### config.mk
export PLATFORM = sky130hd
export DESIGN_NAME = stdc_timer_diag
export DESIGN_NICKNAME = d
export VERILOG_FILES = /design/src/hdl/stdc_timer_diag.v
export VERILOG_INCLUDE_DIRS = /design/src /design/src/hdl
export SDC_FILE = /design/constraint.sdc
export NUM_CORES = 1
export LEC_CHECK = 0
export ABC_AREA = 1
export BUFFER_PORTS_ARGS = -buffer_cell sky130_fd_sc_hd__clkbuf_2
export CAP_MARGIN = 20
export CORE_MARGIN = 10
export CORE_UTILIZATION = 50
export CTS_CLUSTER_DIAMETER = 60
export DETAILED_ROUTE_END_ITERATION = 16
export PLACE_DENSITY = 0.71
export SLEW_MARGIN = 40
export SYNTH_ARGS = -nofsm -noshare
export SYNTH_HDL_FRONTEND = slang
export SYNTH_SLANG_ARGS = --single-unit
export TNS_END_PERCENT = 100
### constraint.sdc
create_clock -name i_clk_sys -period 2.85 [get_ports i_clk_sys]
set_input_delay 0.1425 -clock i_clk_sys [delete_from_list [all_inputs] [get_ports i_clk_sys]]
set_output_delay 0.1425 -clock i_clk_sys [all_outputs]
set_load 0.05 [all_outputs]
### src/hdl/stdc_defs.vh
`ifndef STDC_DEFS_VH
`define STDC_DEFS_VH
// register indices
`define STDC_ADDR_W 7
`define STDC_REG_HS_SEL 7'h48
`define STDC_REG_PURPOSE 7'h49
`define STDC_REG_BUS_TEST 7'h4c
`define STDC_REG_FIFO_PAR 7'h4d
`define STDC_REG_DIAG 7'h4e
`define STDC_REG_INT_STAT 7'h43
`define STDC_REG_INT_EN 7'h41
// field positions
`define STDC_HS_MSB 7
`define STDC_HS_LSB 4
`define STDC_SEL_MSB 3
`define STDC_SEL_LSB 0
`define STDC_BIT_HS 0
`define STDC_BIT_GEN 1
`define STDC_BIT_STO 2
`define STDC_BIT_FORCE 7
`define STDC_BIT_CLROFS 6
`define STDC_BIT_BAL 5
`define STDC_BIT_LOOP 4
`define STDC_BIT_HIZ 3
`define STDC_BIT_WIDE 2
`define STDC_BIT_EXTF 1
`define STDC_BIT_LOW 0
// reset values
`define STDC_DIAG_RST 8'h00
`define STDC_CFG_RST 8'h00
// timing
`define STDC_CLK_NS 50
`define STDC_BASE_TICK_NS 100000
`define STDC_SEL_ABORT_NS 200000
`define STDC_BASE_CYC (`STDC_BASE_TICK_NS / `STDC_CLK_NS)
// 200 us abort time counted in 100 us ticks
`define STDC_ABORT_TICKS 15'd2
`define STDC_FILT_SHORT 2
`define STDC_FILT_LONG 4
`endif

### src/hdl/stdc_timer_diag.v
`timescale 1ns/100ps
`default_nettype none
`include "stdc_defs.vh"
module stdc_timer_diag #(
   parameter BASE_CYC = `STDC_BASE_CYC,
   parameter OFS_W = 4
) (
   // clock and reset
   input wire i_clk_sys,
   input wire i_arst_n,
   // register port
   input wire [6:0] i_addr,
   input wire [7:0] i_wdata,
   input wire i_wr,
   input wire i_rd,
   output reg [7:0] o_rdata,
   // core status inputs
   input wire i_is_target,
   input wire i_sel_attempt,
   input wire i_sel_done,
   input wire i_gen_enable,
   input wire i_select_ready,
   input wire i_arb_highest,
   input wire i_ofs_inc,
   input wire i_ofs_dec,
   input wire [OFS_W-1:0] i_ofs_max,
   input wire i_fifo_par_hi,
   input wire i_fifo_par_lo,
   input wire i_fifo_par_load,
   input wire i_start_seq,
   // raw bus handshake lines, active high
   input wire i_req_raw,
   input wire i_ack_raw,
   // control and data output latch and core values
   input wire [8:0] i_ctl_latch,
   input wire [17:0] i_data_latch,
   input wire [8:0] i_core_ctl,
   input wire [17:0] i_core_data,
   // bus drive, enables high while driving
   output reg [8:0] o_ctl_out,
   output reg [8:0] o_ctl_oe,
   output reg [17:0] o_data_out,
   output reg o_data_oe,
   output reg o_bsy_oe,
   output reg o_sel_oe,
   output reg o_rst_oe,
   // filtered handshake and mode outputs
   output reg o_req_filt,
   output reg o_ack_filt,
   output reg o_loop_both_roles,
   output reg o_wide_all,
   output reg o_dma_allow,
   output reg o_fetch_allow,
   output reg o_start_sel,
   output reg o_irq
);

   reg [7:0] hs_sel_cfg;
   reg [3:0] gen_cfg;
   reg [7:0] diag;
   reg [2:0] int_en;
   reg [2:0] int_stat;
   reg [OFS_W-1:0] sync_ofs;
   reg [1:0] fifo_par;
   reg [15:0] pre_cnt;
   reg tick;
   reg [14:0] hs_cnt;
   reg [14:0] sel_cnt;
   reg [14:0] gen_cnt;
   reg hs_run;
   reg sel_run;
   reg gen_run;
   reg [2:0] req_hold;
   reg [2:0] ack_hold;
   reg hs_prev;
   wire hs_line;
   wire hs_edge;
   wire rd_stat;
   wire [2:0] events;
   wire [7:0] diag_view;
   reg [7:0] next_rdata;
   // abort time rides on top of every selection period
   localparam [14:0] ABORT_TICKS = `STDC_ABORT_TICKS;

   // code 1 -> 1 tick, code n -> 2^(n-1) ticks; last code 15 gives 2^14 ticks
   function [14:0] limit_of;
      input [3:0] code;
      begin
         limit_of = 15'h0001 << (code - 4'h1);
      end
   endfunction

   // long hold would swallow valid pulses on fast transfers
   function [2:0] filt_len;
      input longer_deassert_filter;
      begin
         filt_len = longer_deassert_filter ? 3'd`STDC_FILT_LONG : 3'd`STDC_FILT_SHORT;
      end
   endfunction

   // prescaler: one enable pulse per 100 us
   // free running: expiry lands up to one tick late, never early
   always @(posedge i_clk_sys or negedge i_arst_n) begin
      if (!i_arst_n) begin
         pre_cnt <= 16'h0000;
         tick <= 1'b0;
      end else if (pre_cnt == BASE_CYC - 1) begin
         pre_cnt <= 16'h0000;
         tick <= 1'b1;
      end else begin
         pre_cnt <= pre_cnt + 16'h0001;
         tick <= 1'b0;
      end
   end

   // deassert filter: assertion passes at once, release needs stable low
   // hold saturates, so a mode change mid-release cannot wrap it
   always @(posedge i_clk_sys or negedge i_arst_n) begin
      if (!i_arst_n) begin
         req_hold <= 3'h0;
         o_req_filt <= 1'b0;
      end else if (i_req_raw) begin
         req_hold <= 3'h0;
         o_req_filt <= 1'b1;
      end else if (req_hold >= filt_len(diag[`STDC_BIT_EXTF])) begin
         o_req_filt <= 1'b0;
      end else begin
         req_hold <= req_hold + 3'h1;
      end
   end

   always @(posedge i_clk_sys or negedge i_arst_n) begin
      if (!i_arst_n) begin
         ack_hold <= 3'h0;
         o_ack_filt <= 1'b0;
      end else if (i_ack_raw) begin
         ack_hold <= 3'h0;
         o_ack_filt <= 1'b1;
      end else if (ack_hold >= filt_len(diag[`STDC_BIT_EXTF])) begin
         o_ack_filt <= 1'b0;
      end else begin
         ack_hold <= ack_hold + 3'h1;
      end
   end

   // target times req spacing, initiator times ack spacing
   assign hs_line = i_is_target ? o_req_filt : o_ack_filt;
   // filtered rising edge restarts the gap count
   assign hs_edge = hs_line & ~hs_prev;
   assign rd_stat = i_rd && (i_addr == `STDC_REG_INT_STAT);

   assign events[`STDC_BIT_HS] = hs_run && tick &&
      (hs_cnt == limit_of(hs_sel_cfg[`STDC_HS_MSB:`STDC_HS_LSB]));
   assign events[`STDC_BIT_STO] = sel_run && tick &&
      (sel_cnt == limit_of(hs_sel_cfg[`STDC_SEL_MSB:`STDC_SEL_LSB]) +
       ABORT_TICKS);
   assign events[`STDC_BIT_GEN] = gen_run && tick &&
      (gen_cnt == limit_of(gen_cfg));

   // timers
   always @(posedge i_clk_sys or negedge i_arst_n) begin
      if (!i_arst_n) begin
         hs_prev <= 1'b0;
         hs_run <= 1'b0;
         sel_run <= 1'b0;
         gen_run <= 1'b0;
         hs_cnt <= 15'h0000;
         sel_cnt <= 15'h0000;
         gen_cnt <= 15'h0000;
      end else begin
         hs_prev <= hs_line;
         // zero hs code keeps the handshake timer idle
         if (hs_sel_cfg[`STDC_HS_MSB:`STDC_HS_LSB] == 4'h0) begin
            hs_run <= 1'b0;
         end else if (hs_edge) begin
            hs_run <= 1'b1;
            hs_cnt <= 15'h0000;
         end else if (events[`STDC_BIT_HS]) begin
            // one expiry per gap; the next edge re-arms it
            hs_run <= 1'b0;
         end else if (hs_run && tick) begin
            hs_cnt <= hs_cnt + 15'h0001;
         end
         // an attempt still held re-arms the timer after a timeout
         if (hs_sel_cfg[`STDC_SEL_MSB:`STDC_SEL_LSB] == 4'h0 ||
            i_sel_done) begin
            sel_run <= 1'b0;
         end else if (i_sel_attempt && !sel_run) begin
            sel_run <= 1'b1;
            sel_cnt <= 15'h0000;
         end else if (events[`STDC_BIT_STO]) begin
            sel_run <= 1'b0;
         end else if (sel_run && tick) begin
            sel_cnt <= sel_cnt + 15'h0001;
         end
         // measured from enabling to disabling
         if (gen_cfg == 4'h0 || !i_gen_enable) begin
            gen_run <= 1'b0;
            gen_cnt <= 15'h0000;
         end else if (!gen_run && gen_cnt == 15'h0000) begin
            gen_run <= 1'b1;
         end else if (events[`STDC_BIT_GEN]) begin
            // parked count: no restart until the enable drops
            gen_run <= 1'b0;
            gen_cnt <= 15'h7fff;
         end else if (gen_run && tick) begin
            gen_cnt <= gen_cnt + 15'h0001;
         end
      end
   end

   // registers, status flags, offset counter
   always @(posedge i_clk_sys or negedge i_arst_n) begin
      if (!i_arst_n) begin
         hs_sel_cfg <= `STDC_CFG_RST;
         gen_cfg <= 4'h0;
         diag <= `STDC_DIAG_RST;
         int_en <= 3'h0;
         int_stat <= 3'h0;
         sync_ofs <= {OFS_W{1'b0}};
         fifo_par <= 2'h0;
      end else begin
         // set wins over read-clear
         int_stat <= (rd_stat ? 3'h0 : int_stat) | events;
         if (i_fifo_par_load) begin
            fifo_par <= {i_fifo_par_hi, i_fifo_par_lo};
         end
         diag[`STDC_BIT_CLROFS] <= 1'b0;
         // offset clear beats counting; inc and dec together cancel
         if (diag[`STDC_BIT_CLROFS]) begin
            sync_ofs <= {OFS_W{1'b0}};
         end else if (i_ofs_inc && !i_ofs_dec) begin
            sync_ofs <= sync_ofs + 1'b1;
         end else if (i_ofs_dec && !i_ofs_inc && sync_ofs != 0) begin
            sync_ofs <= sync_ofs - 1'b1;
         end
         if (i_wr) begin
            case (i_addr)
               `STDC_REG_HS_SEL: hs_sel_cfg <= i_wdata;
               `STDC_REG_PURPOSE: gen_cfg <= i_wdata[3:0];
               `STDC_REG_DIAG: diag <= i_wdata;
               `STDC_REG_INT_EN: int_en <= i_wdata[2:0];
               default: ;
            endcase
         end
      end
   end

   assign diag_view = diag;

   always @* begin
      case (i_addr)
         `STDC_REG_HS_SEL: next_rdata = hs_sel_cfg;
         `STDC_REG_PURPOSE: next_rdata = {4'h0, gen_cfg};
         `STDC_REG_BUS_TEST: next_rdata = {4'h0, i_select_ready,
            i_arb_highest,
            sync_ofs == {OFS_W{1'b0}},
            sync_ofs == i_ofs_max};
         `STDC_REG_FIFO_PAR: next_rdata = {6'h00, fifo_par};
         `STDC_REG_DIAG: next_rdata = diag_view;
         `STDC_REG_INT_STAT: next_rdata = {5'h00, int_stat};
         `STDC_REG_INT_EN: next_rdata = {5'h00, int_en};
         default: next_rdata = 8'h00;
      endcase
   end

   // outputs, all registered
   always @(posedge i_clk_sys or negedge i_arst_n) begin
      if (!i_arst_n) begin
         o_rdata <= 8'h00;
         o_ctl_out <= 9'h000;
         o_ctl_oe <= 9'h000;
         o_data_out <= 18'h00000;
         o_data_oe <= 1'b0;
         o_bsy_oe <= 1'b0;
         o_sel_oe <= 1'b0;
         o_rst_oe <= 1'b0;
         o_loop_both_roles <= 1'b0;
         o_wide_all <= 1'b0;
         o_dma_allow <= 1'b0;
         o_fetch_allow <= 1'b0;
         o_start_sel <= 1'b0;
         o_irq <= 1'b0;
      end else begin
         // read data only in the cycle after the strobe
         o_rdata <= i_rd ? next_rdata : 8'h00;
         // latches stay usable outside low-level mode
         if (diag[`STDC_BIT_FORCE]) begin
            o_ctl_out <= i_ctl_latch;
            o_data_out <= i_data_latch;
         end else begin
            o_ctl_out <= i_core_ctl;
            o_data_out <= i_core_data;
         end
         // open drain: drive only asserted lines; hi-z overrides all
         o_ctl_oe <= diag[`STDC_BIT_HIZ] ? 9'h000 :
            ((diag[`STDC_BIT_FORCE] ? i_ctl_latch : i_core_ctl) &
            {6'h3f, {3{~diag[`STDC_BIT_BAL]}}});
         // hi-z floats everything, even under force
         o_data_oe <= ~diag[`STDC_BIT_HIZ];
         // bits 0..2 of the control group are bsy, sel, rst
         o_bsy_oe <= ~diag[`STDC_BIT_BAL] & ~diag[`STDC_BIT_HIZ] &
            (diag[`STDC_BIT_FORCE] ? i_ctl_latch[0] : i_core_ctl[0]);
         o_sel_oe <= ~diag[`STDC_BIT_BAL] & ~diag[`STDC_BIT_HIZ] &
            (diag[`STDC_BIT_FORCE] ? i_ctl_latch[1] : i_core_ctl[1]);
         o_rst_oe <= ~diag[`STDC_BIT_BAL] & ~diag[`STDC_BIT_HIZ] &
            (diag[`STDC_BIT_FORCE] ? i_ctl_latch[2] : i_core_ctl[2]);
         o_loop_both_roles <= diag[`STDC_BIT_LOOP];
         o_wide_all <= diag[`STDC_BIT_WIDE];
         o_dma_allow <= ~diag[`STDC_BIT_LOW];
         o_fetch_allow <= ~diag[`STDC_BIT_LOW];
         // start request only honoured in low-level mode
         o_start_sel <= diag[`STDC_BIT_LOW] & i_start_seq;
         o_irq <= |(int_stat & int_en);
      end
   end

endmodule
`default_nettype wire

==> impl_metrics.env, run 1 <==
export IMPL_slew_headroom_pct=54.0
export IMPL_routedWlPerCell_um=14.8
export IMPL_drcViolationCount=0
export IMPL_fin_setup_tns_ps=0
export IMPL_synth_cell_types=40
export IMPL_antenna_found_initial=1
export IMPL_hold_buffers=69
export IMPL_slew_viol_final=0
export IMPL_gp_congestion=0.920
export IMPL_grt_ovfl_total=0
export IMPL_finalCritPeriodShare_pct=89.4
export IMPL_drive_gt1_share_pct=14.6
export IMPL_clkTransAtPathRegs_ps=70
export IMPL_ant_nets=0
export IMPL_clock_path_buffers=2
export IMPL_synthArstFlopShare_pct=100
export IMPL_drtIter0Drc=687
export IMPL_num_io_pins=147
export IMPL_clock_skew_ps=17.1
export IMPL_cp_max_fo=18
export IMPL_placed_cell_area_um2=9950
export IMPL_htree_levels=4
export IMPL_clkSinkCount=159
export IMPL_yosys_warnings=0
export IMPL_cts_root_buf="clkbuf_16"
export IMPL_ys_ff_latch=159
export IMPL_setup_viol=0
export IMPL_synth_edff_count=0
export IMPL_power_density_nw_per_um2=626
export IMPL_portBuffers=146
export IMPL_fin_crit_ps=2550
export IMPL_status="finished, final reports clean"
export IMPL_grt_pass1_vias=8248
export IMPL_post_cts_buffers=0
export IMPL_hp_class="input port to register"
export IMPL_cts_resized=0
export IMPL_vias=8753
export IMPL_final_util_pct=63.1
export IMPL_synth_seq_area_share_pct=44.1
export IMPL_peakVddDrop_v=0.000441
export IMPL_arrival_ps=2910
export IMPL_grt_max_degree=97
export IMPL_cp_required_ps=3210
export IMPL_synthesis_nets=1350
export IMPL_drv_cap=0
export IMPL_routed_wl_um=25100
export IMPL_die_w_um=154
export IMPL_dp_cells=1591
export IMPL_via_per_inst=5.17
export IMPL_tritoncts="yes"
export IMPL_cp_start_kind="register"
export IMPL_worstMarginPinSlew_ps=687
export IMPL_numCtsBuffers=17
export IMPL_final_net_count=1556
export IMPL_die_h_um=154
export IMPL_clk_latency_ps=440
export IMPL_rsz0062_at_grt="false"
export IMPL_hpwl_um=17700
export IMPL_final_cells=1693
export IMPL_crit_path_end_kind="register"
export IMPL_syn_area_per_cell_um2=7.25
export IMPL_rows=49
export IMPL_synthToLayoutAreaGrowth_pct=24.8
export IMPL_core_area_um2=17800
export IMPL_syn_inst=1244
export IMPL_design_area_um2=11300
export IMPL_timing_fmax_mhz=393
export IMPL_first_pass_iters=7
export IMPL_track_usage_pct=21.0
export IMPL_start_util_pct=50.6
export IMPL_p_leak_nw=5.78
export IMPL_ys_flop_type="dfrtp_1"
export IMPL_finalHoldViolCount=0
export IMPL_mappedNetlistArea_um2=9020
export IMPL_design_die_area_um2=23800
export IMPL_crit_type="register to register"
export IMPL_grt_pass1_wl_um=41600
cells in the mapped netlist, types with 14 or more instances:
| master | number | area (um^2) |
|---|---|---|
| clkbuf_1 | 19 | 71.3 |
| o21ai_0 | 45 | 225 |
| inv_1 | 132 | 495 |
| a21oi_1 | 24 | 120 |
| nor2_1 | 130 | 488 |
| nand2_1 | 428 | 1610 |
| nand3_1 | 95 | 475 |
| nand4_1 | 53 | 332 |
| dfrtp_1 | 159 | 3980 |
| xor2_1 | 39 | 342 |
| nor3_1 | 22 | 110 |
| ha_1 | 14 | 175 |
critical path: stages, from the launching register on:
cell and delay, ps:
dfrtp_1 430, inv_1 110, nand2_1 70, nor2_1 240, nand2_1 130, inv_1 80
ha_1 230, xor2_1 140, nor2_1 100, nand2_1 60, nor2_1 80, nand2_1 60
nor2_1 110, nand2_2 250, nand3_4 250, nand2_1 80, nand2_1 60
sequential cells by signal, summed over array words and instances (netlist names), 2 cells and up:
register	flops
o_rdata	8
hs_sel_cfg	8
gen_cnt	15
sel_cnt	15
fifo_par	2
sync_ofs	4
req_hold	3
int_stat	3
ack_hold	3
pre_cnt	16
hs_cnt	15
o_data_out	18
int_en	3
o_ctl_oe	9
o_ctl_out	9
diag	8
gen_cfg	4
routing by layer:
metal,global-route usage [%],up-vias,routed length (um)
met1,26.8,4073,11100
met3,4.91,46,1370
met4,7.47,0,612
met2,34.0,261,12000
met5,0,-,0
li1,-,4373,-
stage by stage:
step | setup WS [ps] | hold slack (ps) | total power [mW]
3_3_place_gp | 480 | -38.1 | 4.60
5_1_grt | 21.0 | 55.1 | 7.46
4_1_cts | 325 | 8.04 | 7.06
6_report | 303 | 7.47 | 7.04
2_1_floorplan | 698 | -153 | 4.12
3_5_place_dp | 360 | -35.5 | 4.63
cell families (layout without fill, tap and decap cells):
family | Yosys count | after routing | synth area share, %
XOR/XNOR | 49 | 49 | 4.76
other | 0 | 1 | 0
multiplexers | 2 | 2 | 0.250
flip-flops | 159 | 159 | 44.1
AND/OR/NAND/NOR | 752 | 752 | 35.4
buffers and inverters | 181 | 400 | 8.17
adder cells (fa/ha/maj) | 15 | 15 | 2.16
AO/OA/AOI/OAI | 86 | 86 | 5.15
area by class of cell:
class	instances	area [um^2]
flip-flops and latches	159	3980
fillers	1528	6590
clock buffers	17	425
inverters	138	518
well taps	229	287
clock inverters	15	185
multi-input cells	904	4310
repair buffers	230	1550
diodes	1	2.50
power by group:
part	switching (mW)	internal, mW
clock	1.06	1.26
sequential	0.338	2.54
combinational	1.20	0.652
layout by cell type, fill, tap and decap left out, types with 4 or more instances in the layout:
cell / count
a21oi_1: 24
buf_4: 14
clkbuf_16: 17
clkbuf_2: 145
clkinv_1: 4
clkinv_8: 4
dfrtp_1: 159
dlygate4sd3_1: 69
ha_1: 14
inv_1: 132
inv_6: 5
nand2_1: 428
nand3_1: 95
nand4_1: 53
nor2_1: 129
nor3_1: 22
nor4_1: 4
o21ai_0: 45
o22ai_1: 6
or2_2: 6
xnor2_1: 10
xor2_1: 39
path summary, 6_finish.rpt:
check,start,end,slack (ps),cells past startpoint
min reg2reg,diag[2]$_DFFE_PN0P_,o_wide_all$_DFF_PN0_,420,0
min in group asynchronous,i_arst_n,sel_cnt[13]$_DFFE_PN0P_,80,2
max in group asynchronous,i_arst_n,gen_cnt[7]$_DFFE_PN0P_,1870,3
min,i_core_ctl[2],o_ctl_out[2]$_DFF_PN0_,7,3
max reg2reg,hs_sel_cfg[0]$_DFFE_PN0P_,sel_cnt[12]$_DFFE_PN0P_,300,16
max,hs_sel_cfg[0]$_DFFE_PN0P_,sel_cnt[12]$_DFFE_PN0P_,300,16
(Power assumes the default switching activity.)
==> inputs of run 2 (changes only) <==
Settings changed: CTS_CLUSTER_SIZE set to 20.
Clock period 2.85 ns to 3.1 ns, I/O delays scaled along.
==> run 2 against run 1 <==
Sequential power down 7.7%. Register-to-register slack better by 260 ps. Critical path depth unchanged. Largest power group unchanged. Highest routed layer unchanged.
==> impl_metrics.env, run 2 (same netlist as run 1, synthesis figures left out) <==
export IMPL_core_area_um2=17800
export IMPL_crit_path_cell_trace="inv_1, nand2_1, nor2_1, nand2_1, inv_1, ha_1, xor2_1, nor2_1, nand2_1, nor2_1, nand2_1, nor2_1, nand2_2, nand3_4, nand2_1, nand2_1"
export IMPL_first_pass_iters=5
export IMPL_cp_max_fo=18
export IMPL_dp_cells=1586
export IMPL_setup_slack_ps=563
export IMPL_drtIter0Drc=588
export IMPL_rsz0062_at_grt="false"
export IMPL_arrival_ps=2910
export IMPL_final_util_pct=62.7
export IMPL_status="finished, final reports clean"
export IMPL_crit_family="simple AND/OR/NAND/NOR gates"
export IMPL_most_common_layout_cells="nand2_1, dfrtp_1, clkbuf_2"
export IMPL_drive_gt1_share_pct=14.5
export IMPL_crit_type="register to register"
export IMPL_crit_buf_inv=2
export IMPL_routed_wl_um=24800
export IMPL_max_stage_delay_ps=450
export IMPL_hp_class="input port to register"
export IMPL_crit_path_end_kind="register"
export IMPL_p_leak_nw=5.74
export IMPL_hold_depth=3
export IMPL_portBuffers=146
export IMPL_clkTransAtPathRegs_ps=70
export IMPL_final_cells=1688
export IMPL_worstMarginPinSlew_ps=721
export IMPL_pre_cts_slack_ps=601
export IMPL_clock_skew_ps=7.12
export IMPL_slowest_stage="dfrtp_1"
export IMPL_hpwl_um=17700
export IMPL_gp_congestion=0.937
export IMPL_vias=8673
export IMPL_drcViolationCount=0
export IMPL_numCtsBuffers=17
export IMPL_power_density_nw_per_um2=571
export IMPL_peakVddDrop_v=0.000399
export IMPL_hold_ws_ps=9.72
export IMPL_regMostFlops="o_data_out"
export IMPL_setup_viol=0
export IMPL_antenna_found_initial=2
export IMPL_slew_headroom_pct=51.9
export IMPL_die_w_um=154
export IMPL_track_usage_pct=20.9
export IMPL_cts_root_buf="clkbuf_16"
export IMPL_design_area_um2=11200
export IMPL_rr_worst_depth=16
export IMPL_final_common_cell="nand2_1"
export IMPL_timing_fmax_mhz=394
export IMPL_final_net_count=1550
export IMPL_finalCritPeriodShare_pct=81.8
export IMPL_num_io_pins=147
export IMPL_finalHoldViolCount=0
export IMPL_clock_path_buffers=2
export IMPL_clkSinkCount=159
export IMPL_p_total_mw=6.39
export IMPL_ant_nets=0
export IMPL_fin_setup_tns_ps=0
export IMPL_cp_required_ps=3470
export IMPL_grt_pass1_wl_um=41700
export IMPL_htree_levels=4
export IMPL_tritoncts="yes"
export IMPL_grt_max_degree=78
export IMPL_cts_resized=0
export IMPL_crit_path_frequent_cell="nand2_1"
export IMPL_routedWlPerCell_um=14.7
export IMPL_design_die_area_um2=23800
export IMPL_placed_cell_area_um2=9920
export IMPL_largestRegisters="o_data_out x18, pre_cnt x16"
export IMPL_die_h_um=154
export IMPL_rows=49
export IMPL_path_depth=16
export IMPL_via_per_inst=5.14
export IMPL_drv_cap=0
export IMPL_cp_start_kind="register"
export IMPL_fin_crit_ps=2540
export IMPL_synthToLayoutAreaGrowth_pct=24.1
export IMPL_start_util_pct=50.6
export IMPL_clk_latency_ps=430
export IMPL_slew_viol_final=0
export IMPL_grt_pass1_vias=8386
export IMPL_largest_reg_flops=18
export IMPL_grt_ovfl_total=0
## run 2: cell count changes in the layout (fill, tap and decap cells not counted)
cell           previous run  this run
buf_4                    14         9
inv_8                     3         8
inv_6                     5         2
clkinv_8                  4         2
bufinv_16                 1         0
clkinvlp_4                1         2
diode_2                   1         2
dlygate4sd3_1            69        68
nor2_1                  129       128
nor2_2                    2         3
o21ai_1                   1         0
o21ai_2                   0         1
## run 2: worst paths after layout
kind,startpoint,endpoint,slack (ps)
max reg2reg,hs_sel_cfg[0]$_DFFE_PN0P_,sel_cnt[8]$_DFFE_PN0P_,560
min in group asynchronous,i_arst_n,sel_cnt[12]$_DFFE_PN0P_,330
max,hs_sel_cfg[0]$_DFFE_PN0P_,sel_cnt[8]$_DFFE_PN0P_,560
min reg2reg,diag[4]$_DFFE_PN0P_,o_loop_both_roles$_DFF_PN0_,410
max in group asynchronous,i_arst_n,pre_cnt[10]$_DFF_PN0_,2020
min,i_core_ctl[1],o_ctl_out[1]$_DFF_PN0_,10
## run 2: routing by layer
metal	routed length, um	track usage [%]	vias to the layer above
li1	-	-	4367
met1	10800	25.9	4019
met2	12100	35.5	250
met3	1360	4.13	37
met4	556	7.20	0
met5	0	0	-
## run 2: tightest hold or removal path: stages
cell and delay [ps]:
clkbuf_2 80, o21ai_0 100, inv_1 70
## run 2: report_power, final
part / switching, mW / internal [mW] / total, mW
clock network: 0.983 / 1.08 / 2.07
registers: 0.320 / 2.33 / 2.65
logic: 1.08 / 0.594 / 1.68
## run 2: area by class of cell
| type | instances | area, um^2 |
|---|---|---|
| fillers | 1544 | 6650 |
| multi-input cells | 904 | 4310 |
| flip-flops and latches | 159 | 3980 |
| repair buffers | 224 | 1510 |
| inverters | 138 | 518 |
| clock buffers | 17 | 425 |
| well taps | 229 | 287 |
| clock inverters | 15 | 160 |
| diodes | 2 | 5.00 |
## run 2: what timing repair did
action | in CTS | in global routing
hold buffers | 68 | 0
endpoints found under the hold margin | 119 | 0
buffers inserted | 0 | 0
==> inputs of run 3 (changes only) <==
Settings changed: PLACE_DENSITY 0.71 to 0.74.
Clock period 3.1 ns to 2.2 ns, I/O delays scaled along.
==> run 3 against run 2 <==
The flow now finishes with violations (setup timing). Highest routed layer unchanged. Clock-buffer cell count is the same. Flip-flop and latch count stayed put. Register-to-register slack worse by 580 ps.
==> impl_metrics.env, run 3 (same netlist as run 1, synthesis figures left out) <==
export IMPL_final_net_count=1582
export IMPL_htree_levels=4
export IMPL_start_util_pct=50.6
export IMPL_multiInputGateArea_um2=4380
export IMPL_grt_pass1_vias=8442
export IMPL_status="finished, violations left"
export IMPL_regArea_um2=3980
export IMPL_drive_gt1_share_pct=17.3
export IMPL_slew_viol_final=0
export IMPL_clkSinkCount=159
export IMPL_design_area_um2=11500
export IMPL_grt_pass1_wl_um=42300
export IMPL_placed_cell_area_um2=10100
export IMPL_hold_ws_ps=6.95
export IMPL_crit_path_end_kind="register"
export IMPL_rsz0062_at_grt="true"
export IMPL_core_area_um2=17800
export IMPL_gp_congestion=0.939
export IMPL_drv_cap=0
export IMPL_track_usage_pct=21.3
export IMPL_num_fill_cells=1460
export IMPL_max_stage_delay_ps=410
export IMPL_portBuffers=146
export IMPL_hp_class="input port to register"
export IMPL_power_density_nw_per_um2=791
export IMPL_drtIter0Drc=854
export IMPL_cp_required_ps=2520
export IMPL_peakVddDrop_v=0.000611
export IMPL_synthToLayoutAreaGrowth_pct=27.7
export IMPL_p_total_mw=9.12
export IMPL_fin_crit_ps=2210
export IMPL_slowest_stage="dfrtp_1"
export IMPL_setup_viol=1
export IMPL_arrival_ps=2540
export IMPL_setup_slack_ps=-14.1
export IMPL_drcViolationCount=0
export IMPL_crit_type="register to register"
export IMPL_die_h_um=154
export IMPL_antenna_found_initial=0
export IMPL_cp_start_kind="register"
export IMPL_final_common_cell="nand2_1"
export IMPL_largest_reg_flops=18
export IMPL_regMostFlops="o_data_out"
export IMPL_final_util_pct=64.6
export IMPL_cp_max_fo=5
export IMPL_first_pass_iters=5
export IMPL_routedWlPerCell_um=15.1
export IMPL_finalHoldViolCount=0
export IMPL_ant_nets=0
export IMPL_rows=49
export IMPL_design_die_area_um2=23800
export IMPL_clock_path_buffers=2
export IMPL_p_leak_nw=5.89
export IMPL_largestRegisters="o_data_out x18, pre_cnt x16"
export IMPL_vias=8964
export IMPL_tritoncts="yes"
export IMPL_slew_headroom_pct=47.5
export IMPL_die_w_um=154
export IMPL_clock_skew_ps=11.1
export IMPL_finalCritPeriodShare_pct=101
export IMPL_most_common_layout_cells="nand2_1, dfrtp_1, clkbuf_2"
export IMPL_numCtsBuffers=17
export IMPL_hpwl_um=17900
export IMPL_worstMarginPinSlew_ps=782
export IMPL_timing_fmax_mhz=452
export IMPL_violations="setup timing"
export IMPL_grt_ovfl_total=0
export IMPL_num_io_pins=147
export IMPL_grt_max_degree=62
export IMPL_via_per_inst=5.21
export IMPL_cts_root_buf="clkbuf_16"
export IMPL_routed_wl_um=26000
export IMPL_clk_latency_ps=440
export IMPL_crit_path_cell_trace="inv_2, nand2_2, nor2_4, nand2_2, inv_2, ha_4, xor2_1, nor2_1, nand2_1, nor2_2, nand2_1, nor2_1, nand2_2, buf_4, nand4_1, nand2_1"
export IMPL_clkTransAtPathRegs_ps=70
==> run 3: per-layer routing <==
metal	global-route usage, %	vias up	wire length [um]
met2	34.9	293	12400
met4	8.10	0	723
met1	27.5	4190	11300
met3	3.97	60	1570
li1	-	4421	-
met5	0	-	0
==> run 3: final timing paths <==
| path | cells past startpoint | slack (ps) | startpoint | endpoint |
|---|---|---|---|---|
| max | 16 | -10 | hs_sel_cfg[0]$_DFFE_PN0P_ | sel_cnt[7]$_DFFE_PN0P_ |
| min | 3 | 7 | i_wdata[1] | hs_sel_cfg[1]$_DFFE_PN0P_ |
| max reg2reg | 16 | -10 | hs_sel_cfg[0]$_DFFE_PN0P_ | sel_cnt[7]$_DFFE_PN0P_ |
| min reg2reg | 0 | 410 | diag[2]$_DFFE_PN0P_ | o_wide_all$_DFF_PN0_ |
| max in group asynchronous | 3 | 1170 | i_arst_n | gen_run$_DFFE_PN0P_ |
| min in group asynchronous | 2 | 210 | i_arst_n | sel_run$_DFFE_PN0P_ |
==> run 3: cell type report <==
cell class              instances  area share, %
well taps                     229           2.49
clock inverters                15           1.42
clock buffers                  17           3.69
multi-input cells             905           38.0
flip-flops and latches        159           34.6
repair buffers                255           15.2
diodes                          1         0.0217
inverters                     138           4.56
==> run 3: where the power goes <==
group	internal, mW	leakage [nW]	total [mW]	switching, mW
logic	0.882	3.58	2.48	1.60
registers	3.29	2.03	3.70	0.416
clock network	1.52	0.286	2.94	1.42
total	5.69	5.89	9.12	3.43
==> run 3: worst max-delay path: cells and delay by family, from the launching register on <==
family	cells	cell delay, ps
simple gates	11	1010
fa+ha+maj	1	190
flops	1	410
xor+xnor	1	150
buf+inv	3	330
==> run 3: metrics by stage <==
step                      worst slack, ps  instances  TNS [ps]
after floorplan                      48.1       1244         0
after global placement                134       1613         0
after detailed placement             67.2       1613         0
after CTS                            55.9       1715         0
after global routing                 -135       1718     -1910
final                               -14.1       1719     -14.1
==> run 3: timing repair <==
action / CTS / global route
gates resized for setup: 0 / 23
hold buffers: 70 / 0
buffers inserted: 0 / 2
endpoints found under the hold margin: 112 / 0
setup endpoints to repair: 0 / 44
